**src/mgmt_defs.svh**
```systemverilog
// Functional notes
// - any interrupting condition drives attention output low within 200 ms.
// - after clear-on-read of a flag, release attention within 500 us.
// - loss-of-signal, transmit fault and other flags are clear-on-read latches.
// - receive loss-of-signal sets its flag and attention within 100 ms.
// - any flag condition sets its flag and attention within 200 ms.
// - setting a mask stops that flag asserting attention within 100 ms.
// - clearing a mask resumes attention for that flag within 100 ms.
// - serial bus answers within 100 us after module select goes low.
// - serial bus stops answering within 100 us after select goes high.
// - power-down bit set enters low power within 100 ms; during init the code enters low power only when init ends.
// - power-down bit cleared returns fully functional within 300 ms.
// - fully functional: data-not-ready bit 0 of byte 2 clears, attention set.
// - low-power request high enters low power within 100 us; during init the code enters low power only when init ends.
// - reset held over 2 us; fully functional within 2000 ms after release.
// - within 2000 ms of power-on, data-not-ready clears and attention set.
`ifndef MGMT_DEFS_SVH
`define MGMT_DEFS_SVH
`define CLK_MHZ          40
`define INIT_TIME_MS     2000
`define INIT_CYCLES      (`INIT_TIME_MS * 1000 * `CLK_MHZ)
`define PDOWN_ON_MS      100
`define PDOWN_ON_CYCLES  (`PDOWN_ON_MS * 1000 * `CLK_MHZ)
`define PDOWN_OFF_MS     300
`define PDOWN_OFF_CYCLES (`PDOWN_OFF_MS * 1000 * `CLK_MHZ)
`define SEL_TIME_US      100
`define SEL_CYCLES       (`SEL_TIME_US * `CLK_MHZ)
`define LPM_TIME_US      100
`define LPM_CYCLES       (`LPM_TIME_US * `CLK_MHZ)
`define RESET_MIN_US     2
`define RESET_MIN_CYCLES (`RESET_MIN_US * `CLK_MHZ)
`define NOT_READY_BIT    0
`define NOT_READY_BYTE   2
`endif

```
**src/mgmt_pkg.sv**
```systemverilog
package mgmt_pkg;
  typedef enum logic [1:0] {ST_INIT, ST_READY, ST_LOWPWR, ST_WAKE} pwr_state_e;
  typedef logic [31:0] count_t;
endpackage : mgmt_pkg

```
**src/flag_bank_if.sv**
```systemverilog
`timescale 1ns/1ps
`default_nettype none
interface flag_bank_if #(parameter int N = 8);
  logic [N-1:0] cond;
  logic [N-1:0] mask;
  logic [N-1:0] rd_clear;
  logic [N-1:0] flags;
  logic         attn;
  modport bank (input cond, input mask, input rd_clear,
                output flags, output attn);
  modport ctl  (output cond, output mask, output rd_clear,
                input flags, input attn);
endinterface : flag_bank_if
`default_nettype wire

```
**src/module_mgmt_status_timing.sv**
```systemverilog
`timescale 1ns/1ps
`default_nettype none
`include "mgmt_defs.svh"
module module_mgmt_status_timing
  import mgmt_pkg::*;
#(
  parameter int     N_FLAGS    = 8,
  parameter count_t INIT_CYC   = `INIT_CYCLES,
  parameter count_t PDOWN_CYC  = `PDOWN_ON_CYCLES,
  parameter count_t WAKE_CYC   = `PDOWN_OFF_CYCLES
) (
  input  wire logic               REF_CLK,             // 40 MHz clock
  input  wire logic               RSTN,                // sync reset, low
  input  wire logic               MODULE_RESET_N,      // reset pin, async
  input  wire logic               MODULE_SELECT_N,     // select pin, async
  input  wire logic               LOW_POWER_REQUEST,   // low power pin
  input  wire logic [N_FLAGS-1:0] FLAG_COND,           // flag conditions
  input  wire logic [N_FLAGS-1:0] FLAG_MASK,           // mask bits
  input  wire logic [N_FLAGS-1:0] FLAG_READ_CLEAR,     // read-clear pulses
  input  wire logic               POWER_DOWN,          // power-down bit
  input  wire logic               POWER_OVERRIDE,      // power-override bit
  output logic [N_FLAGS-1:0]      FLAG_STATUS,         // latched flags
  output logic                    ATTENTION_REQUEST_N, // attention, low
  output logic                    BUS_ENABLE,          // serial answers
  output logic                    LOW_POWER,           // low power level
  output logic                    DATA_NOT_READY,      // byte 2 bit 0
  output logic                    PRESENCE_N           // module present
);
  // ----------------------------------------------------------------
  // pin synchronisers: 3 stages, change when stages 2 and 3 agree
  // ----------------------------------------------------------------
  logic [2:0] sel_sync_reg;
  logic [2:0] lpm_sync_reg;
  logic [2:0] mrst_sync_reg;
  logic       sel_reg;
  logic       lpm_reg;
  logic       mrst_reg;

  always_ff @(posedge REF_CLK)
  begin
    if (!RSTN)
    begin
      sel_sync_reg  <= 3'h7;
      lpm_sync_reg  <= 3'h0;
      mrst_sync_reg <= 3'h7;
    end
    else
    begin
      sel_sync_reg  <= {sel_sync_reg[1:0], MODULE_SELECT_N};
      lpm_sync_reg  <= {lpm_sync_reg[1:0], LOW_POWER_REQUEST};
      mrst_sync_reg <= {mrst_sync_reg[1:0], MODULE_RESET_N};
    end
  end

  always_ff @(posedge REF_CLK)
  begin
    if (!RSTN)
    begin
      sel_reg  <= 1'b1;
      lpm_reg  <= 1'b0;
      mrst_reg <= 1'b1;
    end
    else
    begin
      if (sel_sync_reg[1] == sel_sync_reg[2])
        sel_reg <= sel_sync_reg[2];
      if (lpm_sync_reg[1] == lpm_sync_reg[2])
        lpm_reg <= lpm_sync_reg[2];
      if (mrst_sync_reg[1] == mrst_sync_reg[2])
        mrst_reg <= mrst_sync_reg[2];
    end
  end

  // ----------------------------------------------------------------
  // module reset pin: pulses shorter than the minimum are filtered
  // ----------------------------------------------------------------
  localparam count_t RST_MIN = count_t'(`RESET_MIN_CYCLES);
  count_t rlow_cnt_reg;
  logic   mod_reset_reg;

  always_ff @(posedge REF_CLK)
  begin
    if (!RSTN)
    begin
      rlow_cnt_reg  <= '0;
      mod_reset_reg <= 1'b0;
    end
    else if (mrst_reg)
    begin
      rlow_cnt_reg  <= '0;
      mod_reset_reg <= 1'b0;
    end
    else if (rlow_cnt_reg >= RST_MIN)
      mod_reset_reg <= 1'b1;
    else
      rlow_cnt_reg <= rlow_cnt_reg + 32'h0000_0001;
  end

  wire logic soft_rst_n = RSTN & ~mod_reset_reg;

  // ----------------------------------------------------------------
  // bus select gating: sync latency of a few cycles is far below 100 us
  // ----------------------------------------------------------------
  always_ff @(posedge REF_CLK)
  begin
    if (!soft_rst_n)
      BUS_ENABLE <= 1'b0;
    else
      BUS_ENABLE <= ~sel_reg;
  end

  // ----------------------------------------------------------------
  // power state machine
  // ----------------------------------------------------------------
  pwr_state_e state_reg;
  pwr_state_e state_next;
  count_t     tmr_reg;
  count_t     tmr_next;
  logic       pd_req;

  assign pd_req = POWER_DOWN | POWER_OVERRIDE;

  always_comb
  begin
    state_next = state_reg;
    tmr_next   = tmr_reg + 32'h0000_0001;
    case (state_reg)
      ST_INIT:
        if (tmr_reg >= INIT_CYC - 32'h0000_0001)
        begin
          state_next = ST_READY;
          tmr_next   = '0;
        end
      ST_READY:
      begin
        tmr_next = '0;
        if (pd_req || lpm_reg)
          state_next = ST_LOWPWR;
      end
      ST_LOWPWR:
      begin
        tmr_next = '0;
        if (!pd_req && !lpm_reg)
          state_next = ST_WAKE;
      end
      ST_WAKE:
        if (pd_req || lpm_reg)
        begin
          state_next = ST_LOWPWR;
          tmr_next   = '0;
        end
        else if (tmr_reg >= WAKE_CYC - 32'h0000_0001)
        begin
          state_next = ST_READY;
          tmr_next   = '0;
        end
      default:
      begin
        state_next = ST_INIT;
        tmr_next   = '0;
      end
    endcase
  end

  always_ff @(posedge REF_CLK)
  begin
    if (!soft_rst_n)
    begin
      state_reg <= ST_INIT;
      tmr_reg   <= '0;
    end
    else
    begin
      state_reg <= state_next;
      tmr_reg   <= tmr_next;
    end
  end

  // low power entered at once from ready or wake (requests wait out init), well inside 100 us / 100 ms
  always_ff @(posedge REF_CLK)
  begin
    if (!soft_rst_n)
      LOW_POWER <= 1'b0;
    else
      LOW_POWER <= (state_next == ST_LOWPWR);
  end

  // ----------------------------------------------------------------
  // data-not-ready and its ready event
  // ----------------------------------------------------------------
  logic ready_evt;

  always_ff @(posedge REF_CLK)
  begin
    if (!soft_rst_n)
      DATA_NOT_READY <= 1'b1;
    else if (state_next == ST_READY)
      DATA_NOT_READY <= 1'b0;
    else if (state_next == ST_INIT || state_next == ST_WAKE)
      DATA_NOT_READY <= 1'b1;
  end

  // ready transition becomes a latched flag in the top slot of the bank
  assign ready_evt = (state_next == ST_READY) && (state_reg != ST_READY);

  // ----------------------------------------------------------------
  // flag bank; slot N_FLAGS is the ready flag, unmaskable
  // ----------------------------------------------------------------
  flag_bank_if #(.N(N_FLAGS + 1)) fbi ();

  assign fbi.cond     = {ready_evt, FLAG_COND};
  assign fbi.mask     = {1'b0, FLAG_MASK};
  assign fbi.rd_clear = {FLAG_READ_CLEAR[0], FLAG_READ_CLEAR};

  flag_bank #(.N(N_FLAGS + 1)) u_flags (
    .clk   (REF_CLK),
    .rst_n (soft_rst_n),
    .fb    (fbi)
  );

  always_ff @(posedge REF_CLK)
  begin
    if (!soft_rst_n)
    begin
      FLAG_STATUS         <= '0;
      ATTENTION_REQUEST_N <= 1'b1;
    end
    else
    begin
      FLAG_STATUS         <= fbi.flags[N_FLAGS-1:0];
      ATTENTION_REQUEST_N <= ~fbi.attn;
    end
  end

  assign PRESENCE_N = 1'b0;
endmodule : module_mgmt_status_timing
`default_nettype wire

```
**src/flag_bank.sv**
```systemverilog
`timescale 1ns/1ps
`default_nettype none
module flag_bank #(
  parameter int N = 8
) (
  input  wire logic  clk,    // system clock
  input  wire logic  rst_n,  // sync reset
  flag_bank_if.bank  fb      // flag bank carrier
);
  import mgmt_pkg::*;
  logic [N-1:0] flag_reg;
  logic         attn_reg;

  // ----------------------------------------------------------------
  // per-flag sticky latch
  // ----------------------------------------------------------------
  genvar i;
  generate
    for (i = 0; i < N; i++)
    begin : g_flag
      // set wins over a clear-on-read in the same cycle
      always_ff @(posedge clk)
      begin
        if (!rst_n)
          flag_reg[i] <= 1'b0;
        else if (fb.cond[i])
          flag_reg[i] <= 1'b1;
        else if (fb.rd_clear[i])
          flag_reg[i] <= 1'b0;
      end
    end
  endgenerate

  always_ff @(posedge clk)
  begin
    if (!rst_n)
      attn_reg <= 1'b0;
    else
      attn_reg <= |(flag_reg & ~fb.mask);
  end

  assign fb.flags = flag_reg;
  assign fb.attn  = attn_reg;
endmodule : flag_bank
`default_nettype wire

```
**config.mk**
```make
export PLATFORM = sky130hd
export DESIGN_NAME = module_mgmt_status_timing
export DESIGN_NICKNAME = d
export VERILOG_FILES = /design/src/mgmt_pkg.sv /design/src/flag_bank_if.sv /design/src/module_mgmt_status_timing.sv /design/src/flag_bank.sv
export VERILOG_INCLUDE_DIRS = /design/src /design/src/src
export SDC_FILE = /design/constraint.sdc
export NUM_CORES = 1
export LEC_CHECK = 0
export BUFFER_PORTS_ARGS = -buffer_cell sky130_fd_sc_hd__buf_4
export CORE_MARGIN = 5
export CORE_UTILIZATION = 46
export CTS_CLUSTER_SIZE = 28
export DETAILED_ROUTE_END_ITERATION = 10
export MAX_ROUTING_LAYER = met4
export PLACE_DENSITY = 0.65
export REMOVE_ABC_BUFFERS = 1
export SYNTH_ARGS = -nofsm -noshare
export SYNTH_HDL_FRONTEND = slang
export SYNTH_SLANG_ARGS = --single-unit
export TNS_END_PERCENT = 5
```
**constraint.sdc**
```tcl
create_clock -name REF_CLK -period 2.7 [get_ports REF_CLK]
set_clock_uncertainty 0.2 [all_clocks]
set_input_delay 0.135 -clock REF_CLK [delete_from_list [all_inputs] [get_ports REF_CLK]]
set_output_delay 0.135 -clock REF_CLK [all_outputs]
set_load 0.02 [all_outputs]
```
==> results.md, run 1 <==
- After detailed routing, the average wire length per cell comes to between 10 and 15 um.
- The number of DRC violations after detailed-routing iteration 0 is 82.
- For this design the ratio of total power to cell area is around 580 nW/um^2.
- The min-delay analysis places its worst path in the category input pin to flip-flop.
- The library cell used as clock root buffer is sky130_fd_sc_hd__clkbuf_8.
- Synthesis produced a netlist whose cell count is 396.
- The CTS tree is built.
- Post-CTS timing repair inserted 0 buffers for setup.
- After detailed routing, the number of remaining DRC violations is 0.
- The hold violation count in the final report is 0.
- The ratio of cells with drive above 1 in the final layout is between 10 and 15%.
- After filler insertion, the fill cell instance count of the layout stands at 694.
- Entering global routing, the biggest net connects 26 pins.
- The final count of pins violating max slew was 0.
- At the worst endpoint, the required time is approximately 2.8 ns.
- After clock tree synthesis, the clock-pin slew on the worst setup and hold paths is around 0.10 ns.
- The routed wire length is 6.77 mm.
- Setup violations remaining at the end of the flow were counted as 0.
- The worst relative slew slack is 53.4%.
- IR analysis of the VDD net gives a maximum drop of approximately 0.0004 V.
- The dominant cell by count in the synthesized netlist is sky130_fd_sc_hd__dfxtp_1.
- The number of placement rows is 32.
- The flow ran to the end, and the final reports show no timing, DRC or antenna violations.
- The die covers between 9000 and 10000 um^2.
- In this run the remaining antenna-violating nets after routing total 0.
- Of all nets on the critical path, the largest fanout is 10.
- Max-cap violations in this run came to 0.
- For this design the static power due to leakage is approximately 1.8 nW.
- The average vias per placed instance is 4.75.
- Ranked by instance count, the synthesized netlist is headed by sky130_fd_sc_hd__dfxtp_1, sky130_fd_sc_hd__nor2_1, sky130_fd_sc_hd__and2_1.
- The flip-flop cell with the highest count after synthesis is sky130_fd_sc_hd__dfxtp_1.
- Once the floorplan was initialized, standard cells occupied between 40% and 50% of the core.
- The die is 99.8 um wide.
- The placed wire-length estimate is between 4 and 5 mm.
- Global routing finished with a remaining overflow of 0.
- Walking the worst path, the cells encountered are ha_1 -> nand3_2 -> o31ai_1 -> a31oi_1 -> o21a_1 -> o21ai_4 -> buf_4 -> nor2_1.
- The quantity of I/O buffers inserted on ports is 42.
- The sequential cell fraction of total power is 57.4%.
- The clock network is responsible for a little over a third of the overall power.
- The cell area that synthesis handed to floorplanning was about 3700 um^2.
- The aggregate negative setup slack is 0 ns.
- The core region area is about 8000 um^2.
- The Yosys step of the flow raised 0 warnings.
- The via count of the first global-routing pass came to about 2700.
- Among cell families on the critical path, the largest total delay comes from compound AO/OA/AOI/OAI gates.
- The path type of the worst setup path is flip-flop to flip-flop.
- The post-layout instance count excluding filler cells is around 580.
- The footprint of the flip-flops and latches is roughly 2000 um^2.
- The largest area contributor in the netlist is sky130_fd_sc_hd__dfxtp_1.
- The H-tree depth reported by CTS is 3.
- The number of distinct library cells after synthesis is 44.
- The pre-antenna-repair detailed-routing pass consisted of 4 iterations.
- The switching component of the power is between 600 and 700 uW.
- Counting both buffers and inverters, the worst setup path holds a total of 1.
- Static timing analysis puts the maximum clock frequency at around 440 MHz.
- After detailed placement, the design holds a cell count of around 540.
- Combinational logic is responsible for around 6.2% of the overall power.
- The proportion of total power due to net switching is about 23%.
- Of the available clock period, the critical path in the final layout requires a little over four fifths.
- Summing all non-filler instances in the final layout gives an area of 4610 um^2.
- The signed area change from the synthesized netlist to the final layout is 24.1%.
- The clock passes through at most 2 buffers.
- The share of synthesized registers carrying an async set or reset is 0%.
- The slew at the pin with the worst max-slew slack is roughly 0.7 ns.
- The final critical-path required period is 2.29 ns.
- The initial antenna violation count was 0.
- On the critical path, the stage with the largest delay is an instance of sky130_fd_sc_hd__dfxtp_1.
- The share of the Yosys chip area taken by registers is between 50% and 60%.
- The area used by multi-input combinational logic is ~1500 um^2.
- For the worst setup path, the data arrival time is 2.34 ns.
- STA classifies the critical path startpoint as a flip-flop.
- The clock net in this run drives a total of around 100 sinks.
- The longest individual stage delay on the worst path is between 0.3 and 0.4 ns.
- The endpoint class of the critical path is a flip-flop.
- The combined global-route utilization of all metal layers is between 10 and 15%.
- The internal power contribution is approximately 2.1 mW.
- The fraction of synthesized cell area taken by the top area cell type is between 50 and 60%.
- The congestion estimate from routability-driven global placement came to ~0.85.
- The number of primary I/O pins is 44.
- The routed layout has 2751 vias.
- After synthesis, the cell types taking the most area are sky130_fd_sc_hd__dfxtp_1, sky130_fd_sc_hd__nor2_1, sky130_fd_sc_hd__and2_1.
- The floorplan die height is 99.8 um.
- The number of antenna diodes in the final layout is 0.
- In this run the cell area measured after placement is just over 4000 um^2.
- The number of enable-type register cells in the synthesized netlist is 0.
- The first global-routing pass estimated 11.9 mm of wire.
- The layout net count is just over 500.
- Setup repair after global routing left no endpoint under its margin.
- The number of buffers created by CTS is 9.
- The number of synthesized register bits is a little over 100.
- The later pin in the worst-skew pair is clocked with a latency of approximately 0.36 ns.
- The post-synthesis average cell area is around 9.4 um^2.
==> worst min-delay path, cell delays in order <==
cell and delay [ns]:
sky130_fd_sc_hd__buf_4 0.09, sky130_fd_sc_hd__nor3_1 0.07, sky130_fd_sc_hd__a21oi_1 0.14, sky130_fd_sc_hd__nor2_1 0.09, sky130_fd_sc_hd__nor2_1 0.08
==> routing by layer <==
metal | track usage [%] | routed length (um)
met5 | - | 0
met4 | 3.89 | 40
met3 | 4.73 | 308
met2 | 23.9 | 3250
met1 | 18.1 | 3180
==> what timing repair did <==
item,4_1_cts,5_1_grt
resized for setup,0,0
hold endpoints to repair,23,0
hold buffers,28,0
==> worst paths after layout <==
| kind | start | end | slack (ns) | cells past startpoint |
|---|---|---|---|---|
| setup / recovery | tmr_reg[0]$_SDFF_PN0_ | tmr_reg[16]$_SDFF_PN0_ | 0.41 | 8 |
| hold reg to reg | u_flags.fb.attn$_SDFF_PN0_ | ATTENTION_REQUEST_N$_SDFF_PN1_ | 0.18 | 1 |
| hold / removal | POWER_OVERRIDE | state_reg[1]$_SDFF_PN0_ | 0.08 | 5 |
| setup reg to reg | tmr_reg[0]$_SDFF_PN0_ | tmr_reg[16]$_SDFF_PN0_ | 0.41 | 8 |
==> power by group through the flow <==
| stage | logic, mW | registers (mW) | clock network, mW |
|---|---|---|---|
| after floorplan | 0.0518 | 1.58 | 0 |
| after global placement | 0.127 | 1.57 | 0 |
| after detailed placement | 0.128 | 1.57 | 0 |
| after CTS | 0.164 | 1.54 | 1.01 |
| after global routing | 0.182 | 1.54 | 1.08 |
| final | 0.165 | 1.54 | 0.977 |
==> cell type report <==
type                    count  area share, %
well taps                 102           2.77
repair buffers             74           13.6
clock buffers               9           2.69
multi-input cells         262           33.3
clock inverters             7           1.82
flip-flops and latches    101           43.9
inverters                  24           1.96
==> cell usage in the layout (no fill, tap or decap), types with 7 or more instances in the layout <==
| cell | count |
|---|---|
| sky130_fd_sc_hd__dfxtp_1 | 101 |
| sky130_fd_sc_hd__nor2_1 | 67 |
| sky130_fd_sc_hd__buf_4 | 46 |
| sky130_fd_sc_hd__and2_1 | 34 |
| sky130_fd_sc_hd__dlygate4sd3_1 | 28 |
| sky130_fd_sc_hd__inv_1 | 24 |
| sky130_fd_sc_hd__nand2_1 | 18 |
| sky130_fd_sc_hd__a21oi_1 | 15 |
| sky130_fd_sc_hd__xor2_1 | 15 |
| sky130_fd_sc_hd__xnor2_1 | 15 |
| sky130_fd_sc_hd__nor3_1 | 10 |
| sky130_fd_sc_hd__nand2b_1 | 10 |
| sky130_fd_sc_hd__nand4_1 | 9 |
| sky130_fd_sc_hd__nand3_1 | 9 |
| sky130_fd_sc_hd__clkbuf_8 | 9 |
| sky130_fd_sc_hd__nor4_1 | 7 |
==> stage by stage <==
step | power [mW] | setup WS [ns] | util [%] | hold WS (ns)
after CTS | 2.71 | 0.388 | 59.0 | 0.0432
after global placement | 1.70 | 0.464 | 52.8 | 0.119
after detailed placement | 1.70 | 0.429 | 52.8 | 0.128
after global routing | 2.80 | 0.208 | 59.0 | 0.119
final | 2.68 | 0.409 | 59.0 | 0.0793
after floorplan | 1.63 | 0.618 | - | 0.00804
==> cell families (layout without fill, tap and decap cells) <==
logic type,after synthesis,after routing,synth area share [%]
compound gates,38,38,6.47
xor+xnor,30,30,7.08
fa+ha+maj,3,3,1.01
buf+inv,38,114,4.72
flops,101,101,54.5
other cells,1,6,0.101
simple gates,185,185,26.2
Power figures use the tool's default switching activity.
==> run 2, diff against run 1 <==
ABC_AREA = 1   (was default)
PLACE_DENSITY = 0.68   (was 0.65)
clock period = 1.95 ns   (was 2.7 ns; I/O delays follow)
==> run 2 against run 1 <==
Against the previous run: total power up 42%; synthesized cell count rose by 29%; design area up 11%; core utilization grew 0.68 points; sequential power rose by 38%; worst hold slack got worse by 0.043 ns; clock power grew 42%; global-route usage rose by 1.1 points; via count rose by 20%; final cell count rose by 23%; synthesized area rose by 7.3%; critical endpoint is now u_flags.fb.flags[1]$_SDFFE_PN0P_; largest cell class unchanged; largest power group unchanged; clock-buffer cell count is 1 higher.
==> results.md, run 2 <==
- The count of yosys warnings during synthesis is 0 (unchanged).
- The number of enable-type register cells in the synthesized netlist is 0 (unchanged).
- The capturing point of the worst reg2reg path is u_flags.fb.flags[1]$_SDFFE_PN0P_ (was tmr_reg[16]$_SDFF_PN0_).
- The dominant cell by count in the synthesized netlist is sky130_fd_sc_hd__nor2_1 (was sky130_fd_sc_hd__dfxtp_1).
- The final count of pins violating max slew is 0 (unchanged).
- The initial antenna violation count is 0 (unchanged).
- The fraction of the yosys area taken by sequential cells came to 50.8% (was 54.5%).
- The flip-flop cell with the highest count after synthesis is sky130_fd_sc_hd__dfxtp_1 (unchanged).
- The antenna diode count is 0 (unchanged).
- The path type of the worst setup path is flip-flop to flip-flop (unchanged).
- The largest fanout on the critical path was 19 (was 10).
- The number of buffers created by CTS is 9 (unchanged).
- The power density over cell area is 741 nW/um^2 (was 582 nW/um^2).
- The longest individual stage delay on the worst path was 0.58 ns (was 0.39 ns).
- The average vias per placed instance came to 4.65 (was 4.75).
- The leading cell type in the layout, fill and taps excluded is sky130_fd_sc_hd__nor2_1 (was sky130_fd_sc_hd__dfxtp_1).
- The cell with the largest stage delay on the worst path was sky130_fd_sc_hd__dlygate4sd3_1 (was sky130_fd_sc_hd__dfxtp_1).
- The die footprint was 10600 um^2 (was 9970 um^2).
- The placed wire-length estimate was 5.31 mm (was 4.51 mm).
- The signed area change from the synthesized netlist to the final layout was 28.7% (was 24.1%).
- The number of distinct library cells after synthesis is 35 (was 44).
- The final standard cell area without fillers is 5130 um^2 (was 4610 um^2).
- The core region area is 8590 um^2 (was 7810 um^2).
- The cell area after synthesis is 3980 um^2 (was 3710 um^2).
- The pin count of the biggest net entering global routing is 32 (was 26).
- The largest buffer count on any clock path was 2 (unchanged).
- The first-pass GRT wire length is 13.3 mm (was 11.9 mm).
- The worst hold-check slack was 0.0366 ns (was 0.0793 ns).
- The global placer's final weighted congestion is 0.827 (was 0.850).
- The fraction of synthesized cell area taken by the top area cell type came to 50.8% (was 54.5%).
- The average wire per standard cell was 11.4 um (was 11.7 um).
- The register-to-register setup slack was 0.06 ns (was 0.41 ns).
- The number of buffers and inverters on the critical path is 3 (was 1).
- Largest cells by area after synthesis: sky130_fd_sc_hd__dfxtp_1, sky130_fd_sc_hd__nor2_1, sky130_fd_sc_hd__inv_1 (was sky130_fd_sc_hd__dfxtp_1, sky130_fd_sc_hd__nor2_1, sky130_fd_sc_hd__and2_1).
- The ratio of cells with drive above 1 in the final layout is 19.2% (was 14.7%).
- The clock transition at the registers of the reported paths came to 0.10 ns (about the same).
- The via count of the first global-routing pass is 3139 (was 2692).
- The hold violation count in the final report is 0 (unchanged).
- The number of synthesized register bits is 101 (unchanged).
- The maximum operating frequency is 529 MHz (was 436 MHz).
- The worst IR drop on VDD was 0.000460 V (was 0.000399 V).
- The post-synthesis average cell area is 7.83 um^2 (was 9.37 um^2).
- Most frequent cells after synthesis: sky130_fd_sc_hd__nor2_1, sky130_fd_sc_hd__dfxtp_1, sky130_fd_sc_hd__inv_1 (was sky130_fd_sc_hd__dfxtp_1, sky130_fd_sc_hd__nor2_1, sky130_fd_sc_hd__and2_1).
- The reg-to-reg critical path startpoint is mod_reset_reg$_SDFFE_PP0P_ (was tmr_reg[0]$_SDFF_PN0_).
- The cell family contributing the most delay on the critical path is buffers and inverters (was compound AO/OA/AOI/OAI gates).
- The quantity of I/O buffers inserted on ports is 42 (unchanged).
- The H-tree depth reported by CTS is 3 (unchanged).
- The utilization after layout is 59.7% (was 59.0%).
- The final critical-path required period came to 1.89 ns (was 2.29 ns).
- The number of placement rows is 34 (was 32).
- The final cycle utilization of the critical path is 97.0% (was 84.9%).
- The largest area contributor in the netlist is sky130_fd_sc_hd__dfxtp_1 (unchanged).
- The CTS tree is built (unchanged).
- The worst setup path startpoint was mod_reset_reg$_SDFFE_PP0P_ (was tmr_reg[0]$_SDFF_PN0_).
- The element type at the critical path start is a flip-flop (unchanged).
- The number of primary I/O pins is 44 (unchanged).
- The first-pass iteration count of the detailed router came to 4 (unchanged).
- The library cell used as clock root buffer is sky130_fd_sc_hd__clkbuf_8 (unchanged).
- The layout net count came to 632 (was 506).
- The combined global-route utilization of all metal layers was 16.0% (was 14.9%).
- The aggregate negative setup slack is 0 ns (unchanged).
- The path length in cells of the critical path came to 5 (was 8).
- The floorplan die height came to 103 um (was 99.8 um).
- The number of clock sinks seen by CTS is 101 (unchanged).
- Commonest cells after routing, fill and taps aside: sky130_fd_sc_hd__nor2_1, sky130_fd_sc_hd__dfxtp_1, sky130_fd_sc_hd__inv_1, sky130_fd_sc_hd__nand2_1, sky130_fd_sc_hd__buf_4 (was sky130_fd_sc_hd__dfxtp_1, sky130_fd_sc_hd__nor2_1, sky130_fd_sc_hd__buf_4, sky130_fd_sc_hd__and2_1, sky130_fd_sc_hd__dlygate4sd3_1).
- The number of filler cells placed in the layout is 747 (was 694).
- The residual overflow from global routing came to 0 (unchanged).
- The type of the tightest min-delay check is input pin to flip-flop (unchanged).
- The total cell area at the placement stage is 4420 um^2 (was 4120 um^2).
- The setup violation total in the final timing report came to 0 (unchanged).
- The share of synthesized registers carrying an async set or reset was 0% (unchanged).
- The horizontal die dimension is 103 um (was 99.8 um).
- The post-route antenna net violation count is 0 (unchanged).
- The via total after detailed routing came to 3308 (was 2751).
- Crit-path cells: nor2_2 -> clkinvlp_4 -> buf_12 -> o31ai_1 -> dlygate4sd3_1 (was ha_1 -> nand3_2 -> o31ai_1 -> a31oi_1 -> o21a_1 -> o21ai_4 -> buf_4 -> nor2_1).
- The data arrival at the endpoint of the critical path is 1.99 ns (was 2.34 ns).
- The max-cap violation count is 0 (unchanged).
- The leakage power summed over all cells was 2.06 nW (was 1.82 nW).
- The total power consumption of the routed design is 3.80 mW (was 2.68 mW).
- The routed wire length came to 8.07 mm (was 6.77 mm).
- The initial standard-cell utilization of the core came to 46.4% (was 47.5%).
- The data required time at the worst endpoint was 2.05 ns (was 2.75 ns).
- The destination of the critical timing path is u_flags.fb.flags[1]$_SDFFE_PN0P_ (was tmr_reg[16]$_SDFF_PN0_).
- The number of remaining DRC errors came to 0 (unchanged).
- Setup repair after global routing missed its margin: true (was false).
- The logic depth of the worst register-to-register path is 5 (was 8).
- The number of DRC violations after detailed-routing iteration 0 is 130 (was 82).
- Status: finished clean (unchanged).
- The latest clock arrival within the worst-skew pair came to 0.37 ns (was 0.36 ns).
- The cell count after synthesis is 509 (was 396).
- The endpoint class of the critical path is a flip-flop (unchanged).
[run 2: changes by cell type in the layout (fill, tap and decap cells not counted), moves of 7 or more]
cell / before / now
sky130_fd_sc_hd__and2_1: 34 / 0
sky130_fd_sc_hd__xnor2_1: 15 / 1
sky130_fd_sc_hd__nor3_2: 0 / 7
sky130_fd_sc_hd__inv_1: 24 / 83
sky130_fd_sc_hd__nor2_1: 67 / 101
sky130_fd_sc_hd__nand2b_1: 10 / 0
sky130_fd_sc_hd__nand2_1: 18 / 67
sky130_fd_sc_hd__nand3_1: 9 / 22
[run 2: how the worst min path moves through the flow]
stage | cells after the start | slack [ns] | start | to
final | 6 | 0.04 | POWER_DOWN | tmr_reg[23]$_SDFF_PN0_
after detailed placement | 2 | 0.09 | MODULE_RESET_N | mrst_sync_reg[0]$_SDFF_PN1_
after CTS | 6 | 0.009 | POWER_DOWN | tmr_reg[23]$_SDFF_PN0_
after global routing | 6 | 0.05 | POWER_OVERRIDE | tmr_reg[23]$_SDFF_PN0_
after floorplan | 1 | -0.01 | RSTN | sel_reg$_SDFFE_PN1N_
after global placement | 2 | 0.09 | FLAG_READ_CLEAR[7] | u_flags.fb.flags[7]$_SDFFE_PN0P_
[run 2: routing by layer]
metal / GRT usage [%] / vias up / share of wire (%)
li1: - / 1748 / -
met1: 19.5 / 1503 / 46
met2: 25.6 / 44 / 50
met3: 3.72 / 13 / 3.3
met4: 6.08 / 0 / 1.4
met5: - / - / 0
[run 2: worst min-delay path, cell delays in order]
cell and delay (ns):
sky130_fd_sc_hd__buf_4 0.08, sky130_fd_sc_hd__nor3_1 0.05, sky130_fd_sc_hd__nand2_1 0.13, sky130_fd_sc_hd__o21ai_4 0.09
sky130_fd_sc_hd__nand3_1 0.08, sky130_fd_sc_hd__nor2_1 0.04
[run 2: what timing repair did]
item / 4_1_cts / 5_1_grt
pin swaps: 2 / 5
gates cloned: 0 / 2
setup buffers: 1 / 4
hold buffers: 30 / 0
endpoints found under the hold margin: 21 / 0
endpoints found under the setup margin: 3 / 34
gates resized for setup: 4 / 21
[run 2: final cells by class]
cell class                 count  area [um^2]  area share, %
sequential                   101         2030           39.5
multi-input combinational    319         1710           33.3
timing repair buffer          80          708           13.8
inverter                      87          330           6.44
clock buffer                  10          138           2.68
tap                          108          135           2.63
clock inverter                 6         80.1           1.56
[run 2: per-stage QoR]
stage / std cells / setup slack, ns
2_1_floorplan: 505 / 0.182
3_3_place_gp: 658 / 0.0300
3_5_place_dp: 658 / -0.00406
4_1_cts: 705 / 0.00405
5_1_grt: 711 / -0.0296
6_report: 711 / 0.0590
[run 2: cells by family (layout without fill, tap and decap cells)]
family          after synthesis  in the layout  synth area share, %
fa+ha+maj                     3              3                0.942
buf+inv                      96            183                 9.55
other cells                   1              6               0.0941
xor+xnor                     18             18                 3.96
simple gates                247            249                 28.4
compound gates               43             43                 6.34
flops                       101            101                 50.8
[run 2: power by group]
| part | total (mW) | internal (mW) | switching, mW |
|---|---|---|---|
| Combinational | 0.278 | 0.149 | 0.128 |
| Sequential | 2.13 | 2.11 | 0.0189 |
| Clock | 1.39 | 0.653 | 0.738 |
| Total | 3.80 | 2.91 | 0.885 |
